[config.mk]
export PLATFORM = sky130hd
export DESIGN_NAME = ptmr_top
export DESIGN_NICKNAME = d
export VERILOG_FILES = /design/src/design/ptmr_pkg.sv /design/src/design/ptmr_top.sv /design/src/design/ptmr_prescale.sv
export SDC_FILE = /design/constraint.sdc
export NUM_CORES = 1
export LEC_CHECK = 0
export BUFFER_PORTS_ARGS = -buffer_cell sky130_fd_sc_hd__buf_4
export CORE_MARGIN = 4
export CORE_UTILIZATION = 61
export CTS_CLUSTER_DIAMETER = 100
export DETAILED_ROUTE_END_ITERATION = 8
export PLACE_DENSITY = 0.87
export SLEW_MARGIN = 20
export SYNTH_ARGS = -nofsm -noshare
export SYNTH_HDL_FRONTEND = slang
export SYNTH_SLANG_ARGS = --single-unit
[constraint.sdc]
create_clock -name i_clk -period 3.3 [get_ports i_clk]
set_clock_uncertainty 0.05 [all_clocks]
set_input_delay 0.33 -clock i_clk [delete_from_list [all_inputs] [get_ports i_clk]]
set_output_delay 0.33 -clock i_clk [all_outputs]
set_load 0.01 [all_outputs]
[src/design/ptmr_pkg.sv]
// Purpose: shared constants and types of the pairable 16/32-bit timer
// Assumes: 16-bit register bus, word indexed
// Notes: unimplemented control bits read as zero

package ptmr_pkg;

	localparam int ADDR_W = 4;
	localparam int DATA_W = 16;

	// register indices
	localparam logic [3:0] LOWER_CTRL_ADDR = 4'h0;
	localparam logic [3:0] UPPER_CTRL_ADDR = 4'h1;
	localparam logic [3:0] LOWER_COUNT_ADDR = 4'h2;
	localparam logic [3:0] UPPER_COUNT_ADDR = 4'h3;
	localparam logic [3:0] LOWER_PERIOD_ADDR = 4'h4;
	localparam logic [3:0] UPPER_PERIOD_ADDR = 4'h5;
	localparam logic [3:0] INT_STATUS_ADDR = 4'h6;
	localparam logic [3:0] INT_MASK_ADDR = 4'h7;

	// control field positions
	localparam int RUN_ENABLE_BIT = 15;
	localparam int IDLE_STOP_BIT = 13;
	localparam int GATE_EN_BIT = 6;
	localparam int PRESCALE_LSB = 4;
	localparam int PAIR_WIDE_BIT = 3;
	localparam int CLOCK_SOURCE_BIT = 1;

	// implemented bits of each control register
	localparam logic [15:0] LOWER_CTRL_MASK = 16'hA07A;
	localparam logic [15:0] UPPER_CTRL_MASK = 16'hA072;
	localparam logic [15:0] CTRL_RESET = 16'h0000;
	localparam logic [15:0] COUNT_RESET = 16'h0000;
	localparam logic [15:0] PERIOD_RESET = 16'hFFFF;
	localparam logic [1:0] INT_RESET = 2'b00;

	// interrupt status bits
	localparam int LOWER_EVENT_BIT = 0;
	localparam int UPPER_EVENT_BIT = 1;

	// prescale terminal counts for 1:1, 1:8, 1:64, 1:256
	localparam logic [7:0] PS_LIMIT_1 = 8'h00;
	localparam logic [7:0] PS_LIMIT_8 = 8'h07;
	localparam logic [7:0] PS_LIMIT_64 = 8'h3F;
	localparam logic [7:0] PS_LIMIT_256 = 8'hFF;

	typedef struct packed {
		logic [ADDR_W-1:0] addr;
		logic [DATA_W-1:0] wdata;
		logic wr;
		logic rd;
	} ptmr_bus_type;

	typedef struct packed {
		logic run;
		logic idle_stop;
		logic gate_en;
		logic [1:0] prescale_select;
		logic clock_source_select;
	} ptmr_cfg_type;

endpackage

[src/design/ptmr_top.sv]
// Purpose: pair of 16-bit timers that chain into one 32-bit timer
// Assumes: i_clk is the oscillator; internal count clock is i_clk/2
// Notes: register bus is word indexed, read data one cycle later

`timescale 1ns/10ps
`default_nettype none

module ptmr_top
	import ptmr_pkg::*;
#(
	parameter bit HAS_ADC_TRIG = 1'b1
)
(
	// clock and reset
	input wire logic i_clk,
	input wire logic i_rst_n,
	// register bus
	input wire ptmr_pkg::ptmr_bus_type i_bus,
	output logic [ptmr_pkg::DATA_W-1:0] o_rdata,
	// pins and device state
	input wire logic i_lower_external_clock_pin,
	input wire logic i_upper_external_clock_pin,
	input wire logic i_idle,
	// events
	output logic o_irq,
	output logic o_adc_trig
);

	logic [15:0] lower_timer_control_reg;
	logic [15:0] upper_timer_control_reg;
	logic [15:0] lower_count_register_reg;
	logic [15:0] upper_count_register_reg;
	logic [15:0] lower_period_reg;
	logic [15:0] upper_period_reg;
	logic [1:0] int_status_reg;
	logic [1:0] int_mask_reg;
	logic int_phase_reg;
	logic [1:0] pin_prev_reg;
	logic [1:0] pins;
	logic pair_wide_mode;
	ptmr_cfg_type cfg [2];
	logic [1:0] active;
	logic [1:0] gated;
	logic [1:0] src_tick;
	logic [1:0] ps_in;
	logic [1:0] tick;
	logic [1:0] gate_fall;
	logic wr_lower_count;
	logic wr_upper_count;
	logic match_lower;
	logic match_upper;
	logic match_wide;
	logic [1:0] int_event;
	logic [1:0] int_status_next;
	logic adc_trig_next;
	logic [15:0] rdata_next;

	assign pins = {i_upper_external_clock_pin, i_lower_external_clock_pin};
	assign pair_wide_mode = lower_timer_control_reg[PAIR_WIDE_BIT];
	assign wr_lower_count = i_bus.wr && (i_bus.addr == LOWER_COUNT_ADDR);
	assign wr_upper_count = i_bus.wr && (i_bus.addr == UPPER_COUNT_ADDR);

	// internal count clock at half the oscillator
	always_ff @(posedge i_clk or negedge i_rst_n)
	begin
		if (!i_rst_n)
			int_phase_reg <= 1'b0;
		else
			int_phase_reg <= ~int_phase_reg;
	end

	always_ff @(posedge i_clk or negedge i_rst_n)
	begin
		if (!i_rst_n)
			pin_prev_reg <= 2'b00;
		else
			pin_prev_reg <= pins;
	end

	// per-timer configuration, clock source, gate and prescaler
	for (genvar t = 0; t < 2; t++)
	begin : g_timer
		// upper register ignored in wide mode
		logic [15:0] ctrl;
		assign ctrl = (t == 1 && !pair_wide_mode) ? upper_timer_control_reg
			: lower_timer_control_reg;
		assign cfg[t].run = ctrl[RUN_ENABLE_BIT];
		assign cfg[t].idle_stop = ctrl[IDLE_STOP_BIT];
		assign cfg[t].gate_en = ctrl[GATE_EN_BIT];
		assign cfg[t].prescale_select = ctrl[PRESCALE_LSB+1:PRESCALE_LSB];
		assign cfg[t].clock_source_select = ctrl[CLOCK_SOURCE_BIT];
		assign active[t] = cfg[t].run && !(cfg[t].idle_stop && i_idle)
			&& !(t == 1 && pair_wide_mode);
		assign gated[t] = cfg[t].gate_en && !cfg[t].clock_source_select;
		// external rising edge or internal clock
		assign src_tick[t] = cfg[t].clock_source_select ? (pins[t] && !pin_prev_reg[t])
			: int_phase_reg;
		assign ps_in[t] = active[t] && src_tick[t] && (!gated[t] || pins[t]);
		assign gate_fall[t] = active[t] && gated[t] && pin_prev_reg[t] && !pins[t];
		// divide by 1, 8, 64 or 256
		ptmr_prescale u_prescale (
			.i_clk(i_clk),
			.i_rst_n(i_rst_n),
			.i_clr(!active[t]),
			.i_sel(cfg[t].prescale_select),
			.i_tick(ps_in[t]),
			.o_tick(tick[t])
		);
	end

	assign match_lower = lower_count_register_reg == lower_period_reg;
	assign match_upper = upper_count_register_reg == upper_period_reg;
	assign match_wide = match_lower && match_upper;

	// lower word, 16-bit or low half of pair
	always_ff @(posedge i_clk or negedge i_rst_n)
	begin
		if (!i_rst_n)
			lower_count_register_reg <= COUNT_RESET;
		else if (wr_lower_count)
			lower_count_register_reg <= i_bus.wdata;
		else if (tick[0])
		begin
			if (pair_wide_mode ? match_wide : match_lower)
				lower_count_register_reg <= COUNT_RESET;
			else
				lower_count_register_reg <= lower_count_register_reg + 16'h0001;
		end
	end

	// upper word carries from lower in wide mode
	always_ff @(posedge i_clk or negedge i_rst_n)
	begin
		if (!i_rst_n)
			upper_count_register_reg <= COUNT_RESET;
		else if (wr_upper_count)
			upper_count_register_reg <= i_bus.wdata;
		else if (pair_wide_mode && tick[0])
		begin
			if (match_wide)
				upper_count_register_reg <= COUNT_RESET;
			else if (lower_count_register_reg == 16'hFFFF)
				upper_count_register_reg <= upper_count_register_reg + 16'h0001;
		end
		else if (!pair_wide_mode && tick[1])
		begin
			if (match_upper)
				upper_count_register_reg <= COUNT_RESET;
			else
				upper_count_register_reg <= upper_count_register_reg + 16'h0001;
		end
	end

	// flag events, wide mode on upper flag
	always_comb
	begin
		int_event = 2'b00;
		if (pair_wide_mode)
			int_event[UPPER_EVENT_BIT] = (tick[0] && match_wide) || gate_fall[0];
		else
		begin
			int_event[LOWER_EVENT_BIT] = (tick[0] && match_lower) || gate_fall[0];
			int_event[UPPER_EVENT_BIT] = (tick[1] && match_upper) || gate_fall[1];
		end
	end

	// set wins over write-one-to-clear
	always_comb
	begin
		int_status_next = int_status_reg;
		if (i_bus.wr && i_bus.addr == INT_STATUS_ADDR)
			int_status_next = int_status_reg & ~i_bus.wdata[1:0];
		int_status_next = int_status_next | int_event;
	end

	always_ff @(posedge i_clk or negedge i_rst_n)
	begin
		if (!i_rst_n)
			int_status_reg <= INT_RESET;
		else
			int_status_reg <= int_status_next;
	end

	always_ff @(posedge i_clk or negedge i_rst_n)
	begin
		if (!i_rst_n)
			o_irq <= 1'b0;
		else
			o_irq <= |(int_status_reg & int_mask_reg);
	end

	// trigger only on the upper event flag, in both modes
	assign adc_trig_next = HAS_ADC_TRIG && int_event[UPPER_EVENT_BIT];

	always_ff @(posedge i_clk or negedge i_rst_n)
	begin
		if (!i_rst_n)
			o_adc_trig <= 1'b0;
		else
			o_adc_trig <= adc_trig_next;
	end

	// control registers, reset zero except periods all ones, unimplemented bits dropped
	always_ff @(posedge i_clk or negedge i_rst_n)
	begin
		if (!i_rst_n)
		begin
			lower_timer_control_reg <= CTRL_RESET;
			upper_timer_control_reg <= CTRL_RESET;
			lower_period_reg <= PERIOD_RESET;
			upper_period_reg <= PERIOD_RESET;
			int_mask_reg <= INT_RESET;
		end
		else if (i_bus.wr)
		begin
			if (i_bus.addr == LOWER_CTRL_ADDR)
				lower_timer_control_reg <= i_bus.wdata & LOWER_CTRL_MASK;
			else if (i_bus.addr == UPPER_CTRL_ADDR)
				upper_timer_control_reg <= i_bus.wdata & UPPER_CTRL_MASK;
			else if (i_bus.addr == LOWER_PERIOD_ADDR)
				lower_period_reg <= i_bus.wdata;
			else if (i_bus.addr == UPPER_PERIOD_ADDR)
				upper_period_reg <= i_bus.wdata;
			else if (i_bus.addr == INT_MASK_ADDR)
				int_mask_reg <= i_bus.wdata[1:0];
		end
	end

	// read decode, unmapped reads zero
	always_comb
	begin
		if (i_bus.addr == LOWER_CTRL_ADDR)
			rdata_next = lower_timer_control_reg;
		else if (i_bus.addr == UPPER_CTRL_ADDR)
			rdata_next = upper_timer_control_reg;
		else if (i_bus.addr == LOWER_COUNT_ADDR)
			rdata_next = lower_count_register_reg;
		else if (i_bus.addr == UPPER_COUNT_ADDR)
			rdata_next = upper_count_register_reg;
		else if (i_bus.addr == LOWER_PERIOD_ADDR)
			rdata_next = lower_period_reg;
		else if (i_bus.addr == UPPER_PERIOD_ADDR)
			rdata_next = upper_period_reg;
		else if (i_bus.addr == INT_STATUS_ADDR)
			rdata_next = {14'h0000, int_status_reg};
		else if (i_bus.addr == INT_MASK_ADDR)
			rdata_next = {14'h0000, int_mask_reg};
		else
			rdata_next = 16'h0000;
	end

	always_ff @(posedge i_clk or negedge i_rst_n)
	begin
		if (!i_rst_n)
			o_rdata <= 16'h0000;
		else if (i_bus.rd)
			o_rdata <= rdata_next;
		else
			o_rdata <= 16'h0000;
	end
endmodule

`default_nettype wire

[src/design/ptmr_prescale.sv]
// Purpose: input clock prescaler for one timer
// Assumes: i_tick is a one-cycle pulse
// Notes: count restarts whenever the timer is not active

`timescale 1ns/10ps
`default_nettype none

module ptmr_prescale
	import ptmr_pkg::*;
(
	// clock and reset
	input wire logic i_clk,
	input wire logic i_rst_n,
	// control
	input wire logic i_clr,
	input wire logic [1:0] i_sel,
	// ticks
	input wire logic i_tick,
	output logic o_tick
);

	logic [7:0] cnt_reg;
	logic [7:0] limit;

	always_comb
	begin
		case (i_sel)
			2'b00: limit = PS_LIMIT_1;
			2'b01: limit = PS_LIMIT_8;
			2'b10: limit = PS_LIMIT_64;
			default: limit = PS_LIMIT_256;
		endcase
	end

	assign o_tick = i_tick && (cnt_reg >= limit);

	always_ff @(posedge i_clk or negedge i_rst_n)
	begin
		if (!i_rst_n)
			cnt_reg <= 8'h00;
		else if (i_clr || o_tick)
			cnt_reg <= 8'h00;
		else if (i_tick)
			cnt_reg <= cnt_reg + 8'h01;
	end

endmodule

`default_nettype wire

==> run summary, run 1 <==
Sequential share of the synthesized area - 0.436
Pleak - 3.34 nW
Diode count - 0
Starting Density - 0.627
Final Setup Violations - 0
Placement Setup Slack - 0.0962 ns
Synth area leaders - dfrtp_1, dfstp_2, mux2_2
Clock Sinks - 118
Slew headroom - 0.506
Vias in the first global route - 5922
CTS Root Cell - clkbuf_16
Max clock buf depth - 2
Die Wd - 114 um
Final net count - 760
Row count - 38
Setup Total Neg Slack - 0 ns
Synth Cell Area - 6860 um^2
Routability congestion estimate - 0.944
Layout cells sized above 1 - 0.281
Synth cell types - 75
Post-synth ARST share - 1.00
CP Max Fanout - 16
HPWL after detailed placement - 13300 um
Post-synthesis cell type with the largest combined area - dfrtp_1
Initial antenna violation count - 0
Net Count, Synth - 705
Unrepaired setup endpoints after global routing - false
CTS tree - done
GRT Util Overall - 0.307
Post-route minimum period - 3.11 ns
PwrDens - 613 nW/um^2
Core area - 10900 um^2
Routed WL - 19200 um
Status - finished clean
Peak VDD IR - 429 uV
IO Port Bufs - 44
First-pass GRT wire length - 31100 um
CP Capture Type - flop
Register clock-pin slew on the reported worst setup and hold paths - 0.05 ns
Max Clk Rate - 0.321 GHz
DR DRC count - 0
Max Cap Viol - 0
Wire length per cell - 22.1 um
CTS Buf Count - 17
Setup ws final - 0.189 ns
Flops & latches, synth - 118
Die footprint - 13000 um^2
Crit path DAT - 3.37 ns
WP data required - 3.56 ns
Area delta synth->final - 16.2%
Top_reg_cell synth - dfrtp_1
Reg2Reg Setup Slack - 0.19 ns
Top-level I/O count - 45
Final Hold Fails - 0
Hold Path Class - in -> reg
Router iterations before antenna repair - 6
CTS H-Tree Depth - 4
CP Class - reg -> reg
Top cell type's share of synthesized area - 0.314
Largest net degree at the start of global routing - 50
Antenna Nets Post-Route - 0
Syn avg cell area - 10.4 um^2
Gate count of the mapped netlist - 662
GRT Residual Overflow - 0
Tcrit/Tclk final - 0.943
Fillers - 731
Via density per instance - 6.78
Final-report max-slew violation count - 0
CP startpoint kind - flop
Via count - 5901
Height of the die - 114 um
Initial DRC Count - 638
Worst-Skew Late Latency - 0.43 ns
YS warnings - 0
Post-CTS setup buffers - 0
Worst-Margin Slew - 0.740 ns
EDFF count, synth - 0
-- worst paths after layout --
check                                   start                               end  depth (start not counted)
min reg2reg                     int_phase_reg                     int_phase_reg                          1
max                        g_timer[0].ctrl[5]       upper_count_register_reg[1]                          9
max reg2reg                g_timer[0].ctrl[5]       upper_count_register_reg[1]                          9
min in group asynchronous             i_rst_n  g_timer[0].u_prescale.cnt_reg[0]                          2
min                                 i_bus[13]      lower_count_register_reg[11]                          3
max in group asynchronous             i_rst_n               lower_period_reg[1]                          3
-- routing by layer --
layer,up-vias,share of wire,global-route usage
li1,2573,-,-
met1,2916,0.39,0.397
met2,353,0.50,0.499
met3,59,0.083,0.0631
met4,0,0.031,0.136
met5,-,0,0
-- power breakdown --
group	switching (W)	total (W)	internal, W	leakage, nW
Combinational	0.000509	0.00101	0.000500	1.59
Clock	0.000651	0.00183	0.00118	0.293
Sequential	0.000296	0.00205	0.00175	1.46
Total	0.00146	0.00489	0.00343	3.34
-- repair_timing --
item,in CTS,in global routing
resized for setup,0,1
hold buffers,3,0
endpoints found under the setup margin,0,2
hold endpoints to repair,39,0
-- through the flow --
stage               std cells  hold WS (ns)  cell area [um^2]   util  power, W
CTS                       870         0.102              7970  0.729   0.00488
finish                    870         0.112              7970  0.729   0.00489
global placement          835         0.326              7350  0.672   0.00296
floorplan                 662       -0.0156              6860      -   0.00266
detailed placement        835         0.340              7350  0.672   0.00303
global route              870         0.126              7970  0.729   0.00506
-- synth_stat cells (all sizes together), types with 5 or more instances --
master	count
o21ai	39
nand2	72
and2	15
o31ai	8
mux2i	12
xnor2	39
nor2	32
buf	22
nand4	15
a22o	15
and3	17
xor2	10
o41ai	6
clkbuf	12
nand3	14
a221o	6
o22ai	14
a222oi	13
mux2	47
dfrtp	86
or2	5
nor3	9
ha	16
inv	12
nor2b	7
a211oi	5
a31oi	5
a21oi	23
dfstp	32
nor3b	7
nand2b	7
or3	5
-- final cells by class --
class,instances,area [um^2],share of cell area
Clock buffer,23,488,0.0612
Clock inverter,9,101,0.0127
Tap cell,140,175,0.0220
Sequential cell,118,2990,0.375
Multi-Input combinational cell,497,3620,0.454
Inverter,13,48.8,0.00612
Timing Repair Buffer,70,546,0.0684
-- kinds of logic after synthesis --
group,after synthesis,synth area share
simple gates,214,0.166
compound gates,158,0.172
flops,118,0.436
mux,60,0.0980
xor+xnor,49,0.0626
buf+inv,47,0.0357
fa+ha+maj,16,0.0292
-- cell usage in the layout (no fill, tap or decap), types with 4 or more instances in the layout --
master      n
a221o_1     6
buf_4      66
nor3b_2     5
a22o_1     15
nor2b_1     7
and3_1     16
or3_1       5
mux2_2     45
a211oi_1    5
and2_1     15
a31oi_1     5
nand2b_1    7
or2_2       4
dfstp_2    32
a21oi_1    22
xor2_1     10
o31ai_1     7
clkinv_2    5
o41ai_2     5
nor2_1     32
clkbuf_8    4
nand2_1    71
nand4_1    15
nand3_1    14
a222oi_1   13
ha_1       16
dfrtp_1    86
o21ai_0    34
o22ai_1    14
nor3_1      7
mux2i_1    12
inv_1      11
clkbuf_16  17
xnor2_1    39
-- worst max-delay path, stage by stage (launching register included) --
cell	delay [ns]
dfrtp_1	0.48
inv_1	0.15
ha_1	0.33
and4_1	0.22
a221oi_1	0.08
o21ai_1	0.16
o21ai_2	0.13
o31ai_4	0.57
or2_2	0.45
mux2_1	0.37
No activity file was read; power rests on OpenSTA's default activity.
==> run 2, diff against run 1 <==
--- a/config.mk
+++ b/config.mk
@@ -6,11 +6,14 @@
 export NUM_CORES = 1
 export LEC_CHECK = 0
 export BUFFER_PORTS_ARGS = -buffer_cell sky130_fd_sc_hd__buf_4
+export CELL_PAD_IN_SITES_DETAIL_PLACEMENT = 0
+export CELL_PAD_IN_SITES_GLOBAL_PLACEMENT = 1
 export CORE_MARGIN = 4
-export CORE_UTILIZATION = 61
+export CORE_UTILIZATION = 49
 export CTS_CLUSTER_DIAMETER = 100
 export DETAILED_ROUTE_END_ITERATION = 8
-export PLACE_DENSITY = 0.87
+export GPL_ROUTABILITY_DRIVEN = 0
+export PLACE_DENSITY = 0.88
 export SLEW_MARGIN = 20
 export SYNTH_ARGS = -nofsm -noshare
 export SYNTH_HDL_FRONTEND = slang
==> run 2 against run 1 <==
Against the previous run: the run now ends with hold timing left; clock power down 5%; via count down 3.9%; routed wire length about the same; power down 2.1%; final cell count up 4.5%; design area up 0.56%; combinational power about the same.
==> run summary, run 2 (synthesis gave the netlist of run 1 again) <==
Status - finished, violations left
Violated checks - hold timing
DR DRC count - 0
Max clock buf depth - 2
WP data required - 3.54 ns
Routed WL - 19200 um
Routed met1 length - 8220 um
Hold Path Class - in -> async
CTS Buf Count - 17
Most common cell after layout, fill and taps aside - dfrtp_1
Final-report max-slew violation count - 0
WHS - -0.00727 ns
CTS tree - done
Final Hold Fails - 33
Largest net degree at the start of global routing - 67
Post-route minimum period - 3.02 ns
Initial DRC Count - 655
Top-level I/O count - 45
Worst-Skew Late Latency - 0.42 ns
Antenna Nets Post-Route - 0
Starting Density - 0.510
Final net count - 763
Area delta synth->final - 16.9%
Most frequent cells in the layout - dfrtp_1, nand2_1, buf_4, mux2_2, xnor2_1
Tcrit/Tclk final - 0.915
R2R depth - 9
Register clock-pin slew on the reported worst setup and hold paths - 0.06 ns
Crit path DAT - 3.26 ns
Router iterations before antenna repair - 6
CP Capture Type - flop
Max Cap Viol - 0
Peak VDD IR - 415 uV
Clock Sinks - 118
Reg2Reg Setup Slack - 0.28 ns
DR top layer - met4
CP startpoint kind - flop
Setup Total Neg Slack - 0 ns
Met3 wire length - 1150 um
Core area - 13500 um^2
CP Class - reg -> reg
FF-to-FF End - upper_count_register_reg[1]
Die footprint - 16000 um^2
GRT Residual Overflow - 0
Layout cells sized above 1 - 0.282
Height of the die - 126 um
Wire length per cell - 21.1 um
CTS H-Tree Depth - 4
Flip-flop and latch area - 2990 um^2
CTS Root Cell - clkbuf_16
IO Port Bufs - 44
Via count - 5671
HPWL after detailed placement - 13800 um
Multi-input gate area - 3620 um^2
GRT Util Overall - 0.246
Final Setup Violations - 0
Vias in the first global route - 5776
Fillers - 1163
WL met2 - 9270 um
Unrepaired setup endpoints after global routing - false
Diode count - 0
Via density per instance - 6.24
First-pass GRT wire length - 31000 um
Pleak - 3.34 nW
Die Wd - 126 um
R2r startpoint - g_timer[0].ctrl[5]
CP Max Fanout - 16
Row count - 42
Worst-Margin Slew - 0.854 ns
Initial antenna violation count - 0
PwrDens - 597 nW/um^2
Max Clk Rate - 0.331 GHz
Slew headroom - 0.430
[run 2: cell count changes in the layout (fill, tap and decap cells not counted), sizes merged]
cell and change:
buf +4, bufinv -1, clkbuf +1, dlygate4sd3 -1
[run 2: per-stage QoR]
| step | utilization | power, W | instance area (um^2) | instances | worst slack, ns |
|---|---|---|---|---|---|
| final | 0.596 | 0.00479 | 8020 | 909 | 0.281 |
| after global routing | 0.596 | 0.00502 | 8020 | 909 | 0.000242 |
| after CTS | 0.596 | 0.00480 | 8020 | 909 | 0.136 |
| after detailed placement | 0.553 | 0.00305 | 7440 | 875 | 0.138 |
| after global placement | 0.553 | 0.00300 | 7440 | 875 | 0.264 |
| after floorplan | - | 0.00266 | 6860 | 662 | 0.531 |
[run 2: layout make-up]
class	count	share of cell area
multi-input combinational	497	0.452
sequential	118	0.373
timing repair buffer	73	0.0721
clock buffer	24	0.0601
tap	176	0.0275
clock inverter	8	0.00936
inverter	13	0.00609
[run 2: metal layers]
layer  GRT usage  vias to the layer above
li1            -                     2564
met1       0.331                     2837
met2       0.386                      225
met3      0.0563                       45
met4      0.0997                        0
met5           0                        -
[run 2: how the worst max path moves through the flow]
stage / startpoint / slack (ns) / cells after the start / endpoint
detailed placement: g_timer[0].ctrl[5] / 0.14 / 9 / upper_count_register_reg[1]
CTS: g_timer[0].ctrl[5] / 0.14 / 9 / upper_count_register_reg[1]
global route: g_timer[0].ctrl[4] / 0.0002 / 9 / upper_count_register_reg[0]
floorplan: g_timer[0].ctrl[3] / 0.53 / 13 / upper_count_register_reg[9]
finish: g_timer[0].ctrl[5] / 0.28 / 9 / upper_count_register_reg[1]
global placement: g_timer[0].ctrl[5] / 0.26 / 9 / upper_count_register_reg[1]
[run 2: report_power, final]
group	switching, W	total, W	internal [W]
Combinational	0.000506	0.00102	0.000512
Sequential	0.000275	0.00203	0.00175
Clock	0.000654	0.00174	0.00109
Total	0.00143	0.00479	0.00335
[run 2: worst max-delay path, stage by stage, from the launching register on]
cell,delay [ns]
dfrtp_1,0.47
inv_1,0.14
ha_1,0.31
and4_1,0.21
a221oi_1,0.08
o21ai_1,0.15
o21ai_2,0.13
o31ai_4,0.54
or2_2,0.44
mux2_1,0.37
[run 2: what timing repair did]
item                                    in CTS  in global routing
hold endpoints to repair                     2                  0
gates resized for setup                      0                  1
endpoints found under the setup margin       0                  3
hold buffers                                 2                  0
buffers inserted                             0                  0
==> run 3, diff against run 2 <==
--- a/config.mk
+++ b/config.mk
@@ -13,7 +13,7 @@
 export CTS_CLUSTER_DIAMETER = 100
 export DETAILED_ROUTE_END_ITERATION = 8
 export GPL_ROUTABILITY_DRIVEN = 0
-export PLACE_DENSITY = 0.88
+export PLACE_DENSITY_LB_ADDON = 0.1
 export SLEW_MARGIN = 20
 export SYNTH_ARGS = -nofsm -noshare
 export SYNTH_HDL_FRONTEND = slang
==> constraint.sdc (replaced) <==
create_clock -name i_clk -period 2.8 [get_ports i_clk]
set_clock_uncertainty 0.05 [all_clocks]
set_input_delay 0.56 -clock i_clk [delete_from_list [all_inputs] [get_ports i_clk]]
set_output_delay 0.56 -clock i_clk [all_outputs]
set_load 0.01 [all_outputs]
==> run 3 against run 2 <==
Against the previous run: the run now ends clean; fmax rose by 11%; design area is 3.3% higher; sequential power grew 18%; sequential share of layout area down 1.2 points; clock power rose by 20%; via count decreased by 1.2%; die area stayed put; critical path depth grew 1; critical endpoint is now upper_count_register_reg[5].
==> run summary, run 3 (synthesis gave the netlist of run 1 again) <==
Vias in the first global route - 5694
CTS H-Tree Depth - 4
Die Wd - 126 um
First-pass GRT wire length - 31300 um
Max Clk Rate - 0.367 GHz
DR DRC count - 0
GR peak layer - met2
Register clock-pin slew on the reported worst setup and hold paths - 0.06 ns
Setup Total Neg Slack - 0 ns
Final Power - 0.00573 W
CP Capture Type - flop
Status - finished clean
M1 GR Usage - 0.336
IO Port Bufs - 44
Die footprint - 16000 um^2
Height of the die - 126 um
PwrDens - 692 nW/um^2
Antenna Nets Post-Route - 0
Top-level I/O count - 45
Fillers - 1128
Worst-Skew Late Latency - 0.42 ns
Util after Layout - 0.616
Met3 Usage GRT - 0.0425
Pint - 0.00395 W
Pleak - 3.45 nW
Area delta synth->final - 20.7%
Met2 Resource Use GR - 0.413
GRT Util Overall - 0.251
CTS tree - done
Clock Sinks - 118
Placed inst area - 7550 um^2
Flop pwr share - 0.419
Max clock buf depth - 2
Clock power share - 0.363
Final Hold Fails - 0
Layout cells sized above 1 - 0.319
Via count - 5605
Initial antenna violation count - 0
Psw - 0.00178 W
Tcrit/Tclk final - 0.973
Max Cap Viol - 0
CP startpoint kind - flop
Most common cell after layout, fill and taps aside - buf_4
Switching share of power - 0.311
Final-report max-slew violation count - 0
Hold bufs inserted after CTS - 0
Slew headroom - 0.453
Peak VDD IR - 469 uV
CTS Root Cell - clkbuf_16
Worst-Margin Slew - 0.815 ns
HPWL after detailed placement - 14400 um
Final instance area - 8280 um^2
Routed WL - 19700 um
Core area - 13500 um^2
Final Setup Violations - 0
Router iterations before antenna repair - 5
Via density per instance - 6.04
GRT Residual Overflow - 0
CP Max Fanout - 7
Largest net degree at the start of global routing - 54
CTS Buf Count - 17
Row count - 42
Wire length per cell - 21.2 um
Starting Density - 0.510
CP Class - reg -> reg
Most frequent cells in the layout - buf_4, dfrtp_1, nand2_1, mux2_2, xnor2_1
Post-route minimum period - 2.72 ns
WP data required - 3.11 ns
Initial DRC Count - 381
Final net count - 782
Comb pwr share - 0.217
Diode count - 0
Hold Path Class - in -> async
Crit path DAT - 3.04 ns
==> run 3: cell types whose count changed in the layout (fill, tap and decap cells not counted), sizes merged <==
cell,before,now
clkinvlp,1,3
dlygate4sd3,2,0
clkbuf,24,20
inv,12,13
buf,71,89
clkinv,7,10
or2,5,6
==> run 3: final cells by class <==
class	count	area, um^2	area share
multi-input combinational	498	3700	0.447
sequential	118	3000	0.362
timing repair buffer	91	743	0.0898
inverter	13	48.8	0.00589
clock buffer	18	439	0.0530
tap	176	220	0.0266
clock inverter	14	129	0.0156
==> run 3: power groups by stage <==
stage	Sequential (W)	Combinational, W	Clock [W]
global route	0.00244	0.00137	0.00220
detailed placement	0.00242	0.00120	0
CTS	0.00239	0.00122	0.00211
global placement	0.00241	0.00117	0
floorplan	0.00231	0.000830	0
finish	0.00240	0.00125	0.00208
==> run 3: metal layers <==
metal / share of wire / routed length (um)
met5: 0 / 0
met4: 0.018 / 361
met3: 0.046 / 913
met2: 0.50 / 9770
met1: 0.44 / 8640
==> run 3: metrics by stage <==
step	instances	hold slack (ns)	worst slack, ns
final	928	0.141	0.0756
after global routing	928	0.204	-0.0205
after CTS	924	0.160	-0.00399
after detailed placement	889	0.395	-0.113
after global placement	889	0.394	0.0314
after floorplan	662	0.214	0.0313
==> run 3: worst paths after layout <==
path                                             from                                to  slack (ns)  depth (start not counted)
setup / recovery                   g_timer[0].ctrl[4]       upper_count_register_reg[5]        0.08                         10
hold / removal                                i_rst_n  g_timer[1].u_prescale.cnt_reg[6]        0.14                          1
setup reg to reg                   g_timer[0].ctrl[4]       upper_count_register_reg[5]        0.08                         10
hold reg to reg                         int_phase_reg                     int_phase_reg        0.40                          1
max in group asynchronous                     i_rst_n              upper_period_reg[15]        1.79                          2
min in group i_clk         i_upper_external_clock_pin                   pin_prev_reg[1]        0.22                          1
==> run 3: timing repair <==
action	in CTS	in global routing
pin swaps	2	3
setup buffers	3	1
setup endpoints to repair	29	31
cloned	0	3
gates resized for setup	3	12
==> run 3: worst max-delay path, cell delays in order (launching register included) <==
cell and delay [ns]:
dfrtp_1 0.43, nand2_2 0.13, ha_4 0.30, and4_1 0.22, o2111a_2 0.26, o21ai_2 0.07
buf_4 0.17, o32a_4 0.37, clkbuf_16 0.18, o41ai_2 0.32, a22o_1 0.18
